$ cat src/reset_combiner_defines.svh
// What this block does
// - accept all eight reset sources
// - any active source asserts system reset
// - system reset driven out, receivers choose what to keep
// - each source sets its own cause flag
// - power-on clears flags except power-on flag
// - software may write any flag except while power-on is active
// - software flag writes never cause reset
// - extra watchdog and power-saving bits held
`ifndef RESET_COMBINER_DEFINES_SVH
`define RESET_COMBINER_DEFINES_SVH

////////////////////////////////////////////////////////////////////////
// register offsets (byte addresses, one 32-bit word each)
`define CAUSE_REG_OFS     4'h0
`define LIVE_REG_OFS      4'h4

////////////////////////////////////////////////////////////////////////
// cause register bit positions
`define POWER_ON_BIT      0
`define BROWNOUT_BIT      1
`define IDLE_BIT          2
`define SLEEP_BIT         3
`define WATCHDOG_BIT      4
`define WDT_SW_EN_BIT     5
`define RESET_INSTR_BIT   6
`define MASTER_CLEAR_BIT  7
`define CFG_MISMATCH_BIT  8
`define ILLEGAL_COND_BIT  9
`define TRAP_CONFLICT_BIT 15

// writable bits of the cause register
`define CAUSE_WR_MASK     16'h83ff
// value after power-on: only the power-on flag set
`define CAUSE_RESET_VAL   16'h0001

////////////////////////////////////////////////////////////////////////
// timing
`define CLK_PERIOD_NS     20
`define CLEAR_FILTER_NS   200
`define CLEAR_FILTER_CYC  ((`CLEAR_FILTER_NS + `CLK_PERIOD_NS - 1) / `CLK_PERIOD_NS)
`define RST_MIN_NS        100
`define RST_MIN_CYC       ((`RST_MIN_NS + `CLK_PERIOD_NS - 1) / `CLK_PERIOD_NS)

`endif

$ cat src/reset_combiner_pkg.sv
package reset_combiner_pkg;

    // one avalon request as seen by the slave
    typedef struct packed {
        logic        read;       // read strobe
        logic        write;      // write strobe
        logic [3:0]  address;    // byte address
        logic [3:0]  byteenable; // lane enables
        logic [31:0] writedata;  // write data
    } avalon_req_t;

    // live view of the reset sources, one bit each
    typedef struct packed {
        logic trap_conflict;
        logic illegal_cond;
        logic cfg_mismatch;
        logic master_clear;
        logic reset_instr;
        logic watchdog;
        logic brownout;
        logic power_on;
    } reset_sources_t;

    // bus slave handshake states
    typedef enum logic {
        BUS_IDLE,
        BUS_ACK
    } bus_state_t;

endpackage : reset_combiner_pkg

$ cat src/master_clear_filter.sv
`timescale 1ns/1ps
`default_nettype none
`include "reset_combiner_defines.svh"

module master_clear_filter (
    input  wire logic ref_clk_i,        // system clock
    input  wire logic reset_i,          // sync reset, active high
    input  wire logic pin_n_i,          // raw clear pin, low = clear
    output logic      clear_o           // filtered clear, active high
);

    localparam logic [3:0] FILT_CYC = 4'(`CLEAR_FILTER_CYC);

    logic       sync1_reg;      // first synchroniser stage
    logic       sync2_reg;      // second synchroniser stage
    logic       stable_reg;     // accepted clear level
    logic       stable_next;
    logic [3:0] cnt_reg;        // cycles the new level has held
    logic [3:0] cnt_next;

    ////////////////////////////////////////////////////////////////////
    // a level must hold for the whole window before it is accepted,
    // so short spikes on the pin never reach system reset
    always_comb begin
        stable_next = stable_reg;
        cnt_next    = 4'h0;
        if (sync2_reg != stable_reg) begin
            if (cnt_reg == FILT_CYC - 4'h1) begin
                stable_next = sync2_reg;
            end else begin
                cnt_next = cnt_reg + 4'h1;
            end
        end
    end

    always_ff @(posedge ref_clk_i) begin
        if (reset_i) begin
            sync1_reg  <= 1'b0;
            sync2_reg  <= 1'b0;
            stable_reg <= 1'b0;
            cnt_reg    <= 4'h0;
        end else begin
            sync1_reg  <= ~pin_n_i;
            sync2_reg  <= sync1_reg;
            stable_reg <= stable_next;
            cnt_reg    <= cnt_next;
        end
    end

    assign clear_o = stable_reg;

endmodule : master_clear_filter

`default_nettype wire

$ cat src/reset_stretch.sv
`timescale 1ns/1ps
`default_nettype none
`include "reset_combiner_defines.svh"

module reset_stretch (
    input  wire logic ref_clk_i,        // system clock
    input  wire logic reset_i,          // sync reset, active high
    input  wire logic any_i,            // any source active
    output logic      rst_o             // stretched system reset
);

    localparam logic [3:0] MIN_CYC = 4'(`RST_MIN_CYC);

    logic       rst_reg;        // registered reset output
    logic       rst_next;
    logic [3:0] hold_reg;       // cycles left after release
    logic [3:0] hold_next;

    ////////////////////////////////////////////////////////////////////
    // one-cycle sources such as the reset instruction still give a
    // reset long enough for every register to see it
    always_comb begin
        rst_next  = rst_reg;
        hold_next = hold_reg;
        if (any_i) begin
            rst_next  = 1'b1;
            hold_next = MIN_CYC;
        end else if (hold_reg != 4'h0) begin
            hold_next = hold_reg - 4'h1;
        end else begin
            rst_next = 1'b0;
        end
    end

    always_ff @(posedge ref_clk_i) begin
        if (reset_i) begin
            rst_reg  <= 1'b1;
            hold_reg <= MIN_CYC;
        end else begin
            rst_reg  <= rst_next;
            hold_reg <= hold_next;
        end
    end

    assign rst_o = rst_reg;

endmodule : reset_stretch

`default_nettype wire

$ cat src/reset_source_combiner.sv
// Register access over Avalon-MM and the register offsets were chosen for this implementation.
`timescale 1ns/1ps
`default_nettype none
`include "reset_combiner_defines.svh"

module reset_source_combiner (
    input  wire logic        ref_clk_i,           // system clock
    input  wire logic        reset_i,             // power-on, sync
    // reset sources
    input  wire logic        power_on_i,          // rise detect
    input  wire logic        brownout_i,          // brown-out level
    input  wire logic        master_clear_pin_n_i,// clear pin, low
    input  wire logic        reset_instr_i,       // reset opcode
    input  wire logic        watchdog_timeout_i,  // watchdog expiry
    input  wire logic        cfg_mismatch_i,      // config mismatch
    input  wire logic        trap_conflict_i,     // trap conflict
    input  wire logic        illegal_opcode_i,    // bad opcode
    input  wire logic        uninit_wreg_i,       // uninit register
    input  wire logic        security_i,          // security fault
    // power-saving events
    input  wire logic        enter_sleep_i,       // sleep entered
    input  wire logic        enter_idle_i,        // idle entered
    // avalon-mm slave
    input  wire logic [3:0]  avs_address_i,       // byte address
    input  wire logic        avs_read_i,          // read strobe
    input  wire logic        avs_write_i,         // write strobe
    input  wire logic [3:0]  avs_byteenable_i,    // lane enables
    input  wire logic [31:0] avs_writedata_i,     // write data
    output logic [31:0]      avs_readdata_o,      // read data
    output logic             avs_waitrequest_o,   // stall, high
    // results
    output logic             system_reset_out_o,  // combined reset
    output logic             wdt_sw_enable_o      // watchdog enable
);

    ////////////////////////////////////////////////////////////////////
    // declarations

    reset_combiner_pkg::avalon_req_t    req;      // bundled request
    reset_combiner_pkg::reset_sources_t src;      // live sources
    reset_combiner_pkg::bus_state_t     bus_reg;  // handshake state
    reset_combiner_pkg::bus_state_t     bus_next;

    logic        clear_filt;     // filtered clear pin
    logic        illegal_any;    // any illegal condition
    logic        any_src;        // one or more sources active
    logic        sys_rst;        // stretched reset from helper

    logic [15:0] cause_reg;      // reset cause register
    logic [15:0] cause_next;
    logic [15:0] hw_set;         // flags raised by hardware
    logic [15:0] sw_val;         // value after software write
    logic        sw_wr;          // write to cause register

    logic [31:0] rdata_reg;      // registered read data
    logic [31:0] rdata_next;
    logic        rst_out_reg;    // registered system reset
    logic        wdt_en_reg;     // registered watchdog enable
    logic        wait_reg;       // registered waitrequest, high = stall

    ////////////////////////////////////////////////////////////////////
    // helpers

    // merge byte lanes 0 and 1 of a write into the old value
    function automatic logic [15:0] lane_merge(
        input logic [15:0] old_v,
        input logic [31:0] wd,
        input logic [3:0]  be
    );
        logic [15:0] v;
        v = old_v;
        if (be[0]) begin
            v[7:0] = wd[7:0];
        end
        if (be[1]) begin
            v[15:8] = wd[15:8];
        end
        return v;
    endfunction : lane_merge

    // one address compare, shared by read and write paths
    function automatic logic hit(
        input logic [3:0] a,
        input logic [3:0] ofs
    );
        return a == ofs;
    endfunction : hit

    ////////////////////////////////////////////////////////////////////
    // request bundle

    assign req.read       = avs_read_i;
    assign req.write      = avs_write_i;
    assign req.address    = avs_address_i;
    assign req.byteenable = avs_byteenable_i;
    assign req.writedata  = avs_writedata_i;

    ////////////////////////////////////////////////////////////////////
    // clear pin filter, the only source from outside the die

    master_clear_filter u_clear_filter (
        .ref_clk_i (ref_clk_i),
        .reset_i   (reset_i),
        .pin_n_i   (master_clear_pin_n_i),
        .clear_o   (clear_filt)
    );

    ////////////////////////////////////////////////////////////////////
    // source collection

    // three illegal conditions share one cause flag
    assign illegal_any = illegal_opcode_i
                       | uninit_wreg_i
                       | security_i;

    assign src.power_on      = power_on_i;
    assign src.brownout      = brownout_i;
    assign src.master_clear  = clear_filt;
    assign src.reset_instr   = reset_instr_i;
    assign src.watchdog      = watchdog_timeout_i;
    assign src.cfg_mismatch  = cfg_mismatch_i;
    assign src.trap_conflict = trap_conflict_i;
    assign src.illegal_cond  = illegal_any;

    // only real sources feed the reset; cause bits never do
    assign any_src = |src;

    ////////////////////////////////////////////////////////////////////
    // reset stretcher: held while any source stays active

    reset_stretch u_stretch (
        .ref_clk_i (ref_clk_i),
        .reset_i   (reset_i),
        .any_i     (any_src),
        .rst_o     (sys_rst)
    );

    ////////////////////////////////////////////////////////////////////
    // hardware flag sets, one flag per source

    always_comb begin
        hw_set = 16'h0000;
        hw_set[`POWER_ON_BIT]      = src.power_on;
        hw_set[`BROWNOUT_BIT]      = src.brownout;
        hw_set[`MASTER_CLEAR_BIT]  = src.master_clear;
        hw_set[`RESET_INSTR_BIT]   = src.reset_instr;
        hw_set[`WATCHDOG_BIT]      = src.watchdog;
        hw_set[`CFG_MISMATCH_BIT]  = src.cfg_mismatch;
        hw_set[`TRAP_CONFLICT_BIT] = src.trap_conflict;
        hw_set[`ILLEGAL_COND_BIT]  = src.illegal_cond;
        // power-saving status kept beside the causes
        hw_set[`SLEEP_BIT]         = enter_sleep_i;
        hw_set[`IDLE_BIT]          = enter_idle_i;
    end

    ////////////////////////////////////////////////////////////////////
    // cause register next value

    // write commits on the cycle waitrequest is low
    assign sw_wr = (bus_reg == reset_combiner_pkg::BUS_ACK)
                 & req.write
                 & hit(req.address, `CAUSE_REG_OFS);

    assign sw_val = lane_merge(cause_reg, req.writedata,
                               req.byteenable) & `CAUSE_WR_MASK;

    always_comb begin
        cause_next = cause_reg;
        if (src.power_on) begin
            // power-on wipes history, keeps its own flag
            cause_next = `CAUSE_RESET_VAL;
        end else begin
            if (sw_wr) begin
                // any writable bit, either value, any time
                cause_next = sw_val;
            end
            // a source in the same cycle beats the write
            cause_next = cause_next | hw_set;
        end
    end

    ////////////////////////////////////////////////////////////////////
    // avalon slave: waitrequest drops one cycle after a request

    always_comb begin
        bus_next = reset_combiner_pkg::BUS_IDLE;
        case (bus_reg)
            reset_combiner_pkg::BUS_IDLE: begin
                // answer next cycle to any read or write
                if (req.read | req.write) begin
                    bus_next = reset_combiner_pkg::BUS_ACK;
                end
            end
            reset_combiner_pkg::BUS_ACK: begin
                // back to idle so the master can release
                bus_next = reset_combiner_pkg::BUS_IDLE;
            end
            default: begin
                bus_next = reset_combiner_pkg::BUS_IDLE;
            end
        endcase
    end

    ////////////////////////////////////////////////////////////////////
    // read data, captured together with the acknowledge

    always_comb begin
        rdata_next = 32'h0000_0000;
        if ((bus_reg == reset_combiner_pkg::BUS_IDLE) & req.read) begin
            if (hit(req.address, `CAUSE_REG_OFS)) begin
                // stored status only, live sources elsewhere
                rdata_next = {16'h0000, cause_reg};
            end else if (hit(req.address, `LIVE_REG_OFS)) begin
                // live sources and current reset level
                rdata_next = {23'h000000, sys_rst, src};
            end else begin
                // unmapped addresses read zero
                rdata_next = 32'h0000_0000;
            end
        end else if (bus_reg == reset_combiner_pkg::BUS_ACK) begin
            // keep data standing through the acknowledge edge
            rdata_next = rdata_reg;
        end
    end

    ////////////////////////////////////////////////////////////////////
    // state registers
    // reset_i is the power-on clear of this block itself; the rest
    // of the chip is reset through system_reset_out_o, and what it
    // leaves untouched is up to each receiving block

    always_ff @(posedge ref_clk_i) begin
        if (reset_i) begin
            cause_reg   <= `CAUSE_RESET_VAL;
            bus_reg     <= reset_combiner_pkg::BUS_IDLE;
            rdata_reg   <= 32'h0000_0000;
            rst_out_reg <= 1'b1;
            wdt_en_reg  <= 1'b0;
            wait_reg    <= 1'b1;
        end else begin
            cause_reg   <= cause_next;
            bus_reg     <= bus_next;
            rdata_reg   <= rdata_next;
            // retiming stage so the output pin sees a clean level
            rst_out_reg <= sys_rst;
            // software watchdog enable lives in the cause register
            wdt_en_reg  <= cause_next[`WDT_SW_EN_BIT];
            // low exactly while the handshake sits in its answer cycle
            wait_reg    <= (bus_next != reset_combiner_pkg::BUS_ACK);
        end
    end

    ////////////////////////////////////////////////////////////////////
    // outputs

    assign avs_readdata_o     = rdata_reg;
    assign avs_waitrequest_o  = wait_reg;
    assign system_reset_out_o = rst_out_reg;
    assign wdt_sw_enable_o    = wdt_en_reg;

endmodule : reset_source_combiner

`default_nettype wire

$ cat config.mk
export PLATFORM = sky130hd
export DESIGN_NAME = reset_source_combiner
export DESIGN_NICKNAME = d
export VERILOG_FILES = /design/src/reset_combiner_pkg.sv /design/src/master_clear_filter.sv /design/src/reset_stretch.sv /design/src/reset_source_combiner.sv
export VERILOG_INCLUDE_DIRS = /design/src /design/src/src
export SDC_FILE = /design/constraint.sdc
export NUM_CORES = 1
export LEC_CHECK = 0
export ABC_AREA = 1
export ABC_CLOCK_PERIOD_IN_PS = 1200
export BUFFER_PORTS_ARGS = -buffer_cell sky130_fd_sc_hd__clkbuf_2
export CORE_ASPECT_RATIO = 1.25
export CORE_UTILIZATION = 46
export DETAILED_ROUTE_END_ITERATION = 8
export PLACE_DENSITY = 0.79
export SETUP_SLACK_MARGIN = 0.02
export SYNTH_ARGS = -nofsm -noshare
export SYNTH_HDL_FRONTEND = slang
export SYNTH_SLANG_ARGS = --single-unit
$ cat constraint.sdc
create_clock -name ref_clk_i -period 1.2 [get_ports ref_clk_i]
set_input_delay 0.18 -clock ref_clk_i [delete_from_list [all_inputs] [get_ports ref_clk_i]]
set_output_delay 0.18 -clock ref_clk_i [all_outputs]
set_load 0.01 [all_outputs]
==> Implementation_results.wiki <==
{| class="wikitable"
! Metric !! Value
|-
| Outcome || completed
|-
| Cell area power density || between 1000 and 1500 nW/µm²
|-
| Leading cell type in the layout, fill and taps excluded || sky130_fd_sc_hd__nand2_1
|-
| Xor and xnor fraction of the mapped netlist area || 1.35%
|-
| Final Setup Violations || 0
|-
| Critical path startpoint || u_stretch.hold_reg[0]$_SDFFE_PP1P_
|-
| Total congestion overflow after global routing || 0
|-
| I/O pin cnt || 91
|-
| Kind of path behind the tightest hold check || in -> reg
|-
| Portion of synthesized cell area occupied by the leading cell type || 38.0%
|-
| Maxcap violations || 0
|-
| Number of levels the H-tree was split into || 2
|-
| Synthesized netlist cell count || 283
|-
| Required time at the endpoint of the critical path || approximately 1400 ps
|-
| DRC violations left || 0
|-
| Clk network pwr share || 45.2%
|-
| Hold Startpoint || master_clear_pin_n_i
|-
| End point of the critical path || u_stretch.hold_reg[3]$_SDFFE_PP0P_
|-
| Avg WL per Cell || between 10 and 15 µm
|-
| Global route hottest layer || met2
|-
| Weighted congestion at the end of routability-driven global placement || 0.849
|-
| Time the final worst path needs with I/O delays and setup || 1100 ps
|-
| Cell taking the most area after synthesis || sky130_fd_sc_hd__dfxtp_1
|-
| Maximum buffer depth of the clock tree || 2
|-
| Die area || 4500 µm²
|-
| Clk sink count || 37
|-
| Critical path cell sequence || inv_1, ha_1, nand3_2, nand2_1, nor3_1
|-
| Register-to-register path setup slack || between 100 and 150 ps
|-
| Total of buffers placed on input and output ports || 46
|-
| Delay of the slowest critical-path stage || 340 ps
|-
| Count of distinct cell types in the synthesized netlist || 28
|-
| Final slew viol count || 0
|-
| Final cell utilization of the core || 57.9%
|-
| Startpoint-to-endpoint class of the critical path || reg -> reg
|-
| Element type at the critical path end || flip-flop
|-
| Final sum of negative setup slack || 0 ps
|-
| Clock tree from TritonCTS || yes
|-
| Global router's overall resource usage || 19.3%
|-
| Standard cell area after detailed placement || between 2000 and 2500 µm²
|-
| Total number of nets in the final design || 399
|-
| Global routing usage on met2 || between 30 and 40%
|-
| Num CTS Buffers || 5
|-
| Vias in the first global route || 1489
|-
| Simple-Gate Fraction of Synth Area || 31.9%
|-
| Pre-Repair DR Iteration Count || 4
|-
| Violation count after the first detailed-route iteration || 67
|-
| Period utilisation layout || between 90% and 100%
|-
| Vias after detailed routing || 1814
|-
| Post-route standard cell area excluding fillers || 2360 µm²
|-
| Internal power summed over all cells || 0.00218 W
|-
| Placed wire-length estimate || around 3000 µm
|-
| First-pass GRT wire length || ~6500 µm
|-
| Maximum number of pins on one net before global-route repair || 15
|-
| Stages on the worst setup path || 5
|-
| Post-synthesis instance area || 1950 µm²
|-
| Peak supply drop || 0.887 mV
|-
| Pleak || 1.25 nW
|-
| Maximum fanout along the worst path || 5
|-
| Combinational group share of total power || 9.7%
|-
| Post-detailed-route via-to-cell ratio || 4.58
|-
| Arr. time, crit path || 1310 ps
|-
| Buffers & Inverters on Critical Path || 1
|-
| Flip-flop and latch count after synthesis || 37
|-
| Switching fraction of total power || 22.5%
|-
| Share of the yosys chip area belonging to registers || a little under two fifths
|-
| Number of buffers added to fix hold violations after cts || 0
|-
| Die Y || 74.7 µm
|-
| Yosys warns || 0
|-
| Adder-cell share of the synthesized area || 2.57%
|-
| Kind of launch point of the worst setup path || flip-flop
|-
| Met1 demand-to-capacity share in global routing || a little under a quarter
|-
| Fill cell count || 401
|-
| Commonest cells after routing, fill and taps aside || sky130_fd_sc_hd__nand2_1 (86), sky130_fd_sc_hd__clkbuf_2 (46), sky130_fd_sc_hd__inv_1 (42)
|-
| Post-detailed-routing wire length || 4010 µm
|-
| Met3 Usage GRT || 4.98%
|-
| Share of post-route cells with drive strength above 1 || between 20% and 30%
|-
| Floorplan Core Area || 4070 µm²
|-
| Insertion delay of the later-clocked pin in the worst-skew pair || 290 ps
|-
| Worst R2R End || u_stretch.hold_reg[3]$_SDFFE_PP0P_
|-
| Reg2reg start || u_stretch.hold_reg[0]$_SDFFE_PP1P_
|-
| Growth of design area from synthesis to finish || 21.0%
|-
| NetSw || around 0.00063 W
|-
| Slowest-stage cell, CP || sky130_fd_sc_hd__dfxtp_1
|-
| Clock slew at reported path FFs || ~80 ps
|-
| FP Rows || 26
|-
| Path depth of the worst reg2reg path || 5
|-
| Dominant cells by area after synthesis || sky130_fd_sc_hd__dfxtp_1 (38%), sky130_fd_sc_hd__nand2_1 (17%), sky130_fd_sc_hd__buf_4 (8.1%), sky130_fd_sc_hd__inv_1 (8.1%), sky130_fd_sc_hd__nor2_1 (4.4%)
|-
| Avg Cell Area, Syn || a little under 7 µm²
|-
| Final antenna-violating net count || 0
|-
| Clock tree root driver cell || sky130_fd_sc_hd__clkbuf_8
|-
| Antenna violations before repair || 0
|-
| Gate family responsible for the most delay along the worst path || simple AND/OR/NAND/NOR gates
|-
| Ant. Diodes || 0
|-
| Sequential group share of total power || 45.1%
|-
| Unrepaired setup endpoints after global routing || false
|-
| Largest clock skew in the final design || 5.51 ps
|-
| Initial standard-cell utilization of the core || 47.9%
|-
| Final Hold Viols || 0
|-
| Share of cell area taken by muxes after synthesis || 0%
|-
| Combinational family with the most area after synthesis || simple AND/OR/NAND/NOR gates
|-
| Highest clock frequency the design can meet || 911 MHz
|-
| Share of the synthesized area in compound gates (AO/OA/AOI/OAI) || 8.29%
|-
| Die outline width || 60.2 µm
|}
-- worst register-to-register path, stage by stage, from the launching register on --
cell	delay, ps
sky130_fd_sc_hd__dfxtp_1	340
sky130_fd_sc_hd__inv_1	90
sky130_fd_sc_hd__ha_1	250
sky130_fd_sc_hd__nand3_2	130
sky130_fd_sc_hd__nand2_1	60
sky130_fd_sc_hd__nor3_1	160
-- Yosys cell counts --
cell type                   n
sky130_fd_sc_hd__nand2_1   86
sky130_fd_sc_hd__inv_1     42
sky130_fd_sc_hd__dfxtp_1   37
sky130_fd_sc_hd__nor2_1    23
sky130_fd_sc_hd__buf_4     21
sky130_fd_sc_hd__nand3_1   17
sky130_fd_sc_hd__a21oi_1   12
sky130_fd_sc_hd__a21boi_1   6
sky130_fd_sc_hd__o21ai_0    6
sky130_fd_sc_hd__ha_1       4
sky130_fd_sc_hd__nand4_1    4
sky130_fd_sc_hd__nor2_4     4
sky130_fd_sc_hd__a21boi_0   2
sky130_fd_sc_hd__clkbuf_1   2
sky130_fd_sc_hd__nand2_2    2
sky130_fd_sc_hd__nor3_1     2
sky130_fd_sc_hd__xor2_1     2
sky130_fd_sc_hd__a31oi_1    1
sky130_fd_sc_hd__buf_2      1
sky130_fd_sc_hd__buf_6      1
sky130_fd_sc_hd__conb_1     1
sky130_fd_sc_hd__inv_2      1
sky130_fd_sc_hd__nand2_4    1
sky130_fd_sc_hd__nand3_2    1
sky130_fd_sc_hd__nand3b_1   1
sky130_fd_sc_hd__nor2_2     1
sky130_fd_sc_hd__o21ai_1    1
sky130_fd_sc_hd__xnor2_1    1
-- stage by stage --
stage	instances	power, W	hold WS (ps)	setup slack [ps]
floorplan	303	0.00150	247	173
global placement	387	0.00157	352	76.8
finish	396	0.00281	44.8	102
global route	396	0.00292	42.6	30.8
detailed placement	387	0.00157	353	70.2
CTS	395	0.00282	51.5	52.6
-- area by class of cell --
type / count / area (µm²) / area share [%]
sequential: 37 / 742 / 31.5
inverter: 43 / 161 / 6.85
clock inverter: 3 / 65.1 / 2.76
clock buffer: 5 / 68.8 / 2.92
timing repair buffer: 53 / 299 / 12.7
multi-input combinational: 199 / 950 / 40.3
tap: 56 / 70.1 / 2.97
-- routing by layer --
metal  vias up  part of all wire [%]
li1        933                     -
met1       807                    41
met2        66                    52
met3         8                   5.7
met4         0                   2.0
met5         -                     0
-- power by group through the flow --
| stage | logic (W) | registers, W | clock network [W] |
|---|---|---|---|
| 2_1_floorplan | 0.000205 | 0.00130 | 0 |
| 3_3_place_gp | 0.000268 | 0.00130 | 0 |
| 3_5_place_dp | 0.000271 | 0.00130 | 0 |
| 4_1_cts | 0.000272 | 0.00127 | 0.00127 |
| 5_1_grt | 0.000312 | 0.00127 | 0.00133 |
| 6_report | 0.000273 | 0.00127 | 0.00127 |
-- repair_timing --
action	CTS	global route
setup endpoints to repair	0	16
setup buffers	0	0
resized for setup	0	3
-- how the worst min path moves through the flow --
stage | slack (ps) | to | cells past startpoint
after floorplan | 250 | u_clear_filter.sync1_reg$_SDFF_PP0_ | 1
after global placement | 350 | u_clear_filter.sync1_reg$_SDFF_PP0_ | 2
after detailed placement | 350 | u_clear_filter.sync1_reg$_SDFF_PP0_ | 2
after CTS | 50 | u_clear_filter.sync1_reg$_SDFF_PP0_ | 2
after global routing | 40 | u_clear_filter.sync1_reg$_SDFF_PP0_ | 2
final | 40 | u_clear_filter.sync1_reg$_SDFF_PP0_ | 2
-- logic make-up (layout without fill, tap and decap cells) --
group                    Yosys count  after routing
AND/OR/NAND/NOR                  142            143
XOR/XNOR                           3              3
flip-flops                        37             37
buffers and inverters             68            104
adder cells (fa/ha/maj)            4              4
AO/OA/AOI/OAI                     28             28
other                              1             21
Power figures use the tool's default switching activity.
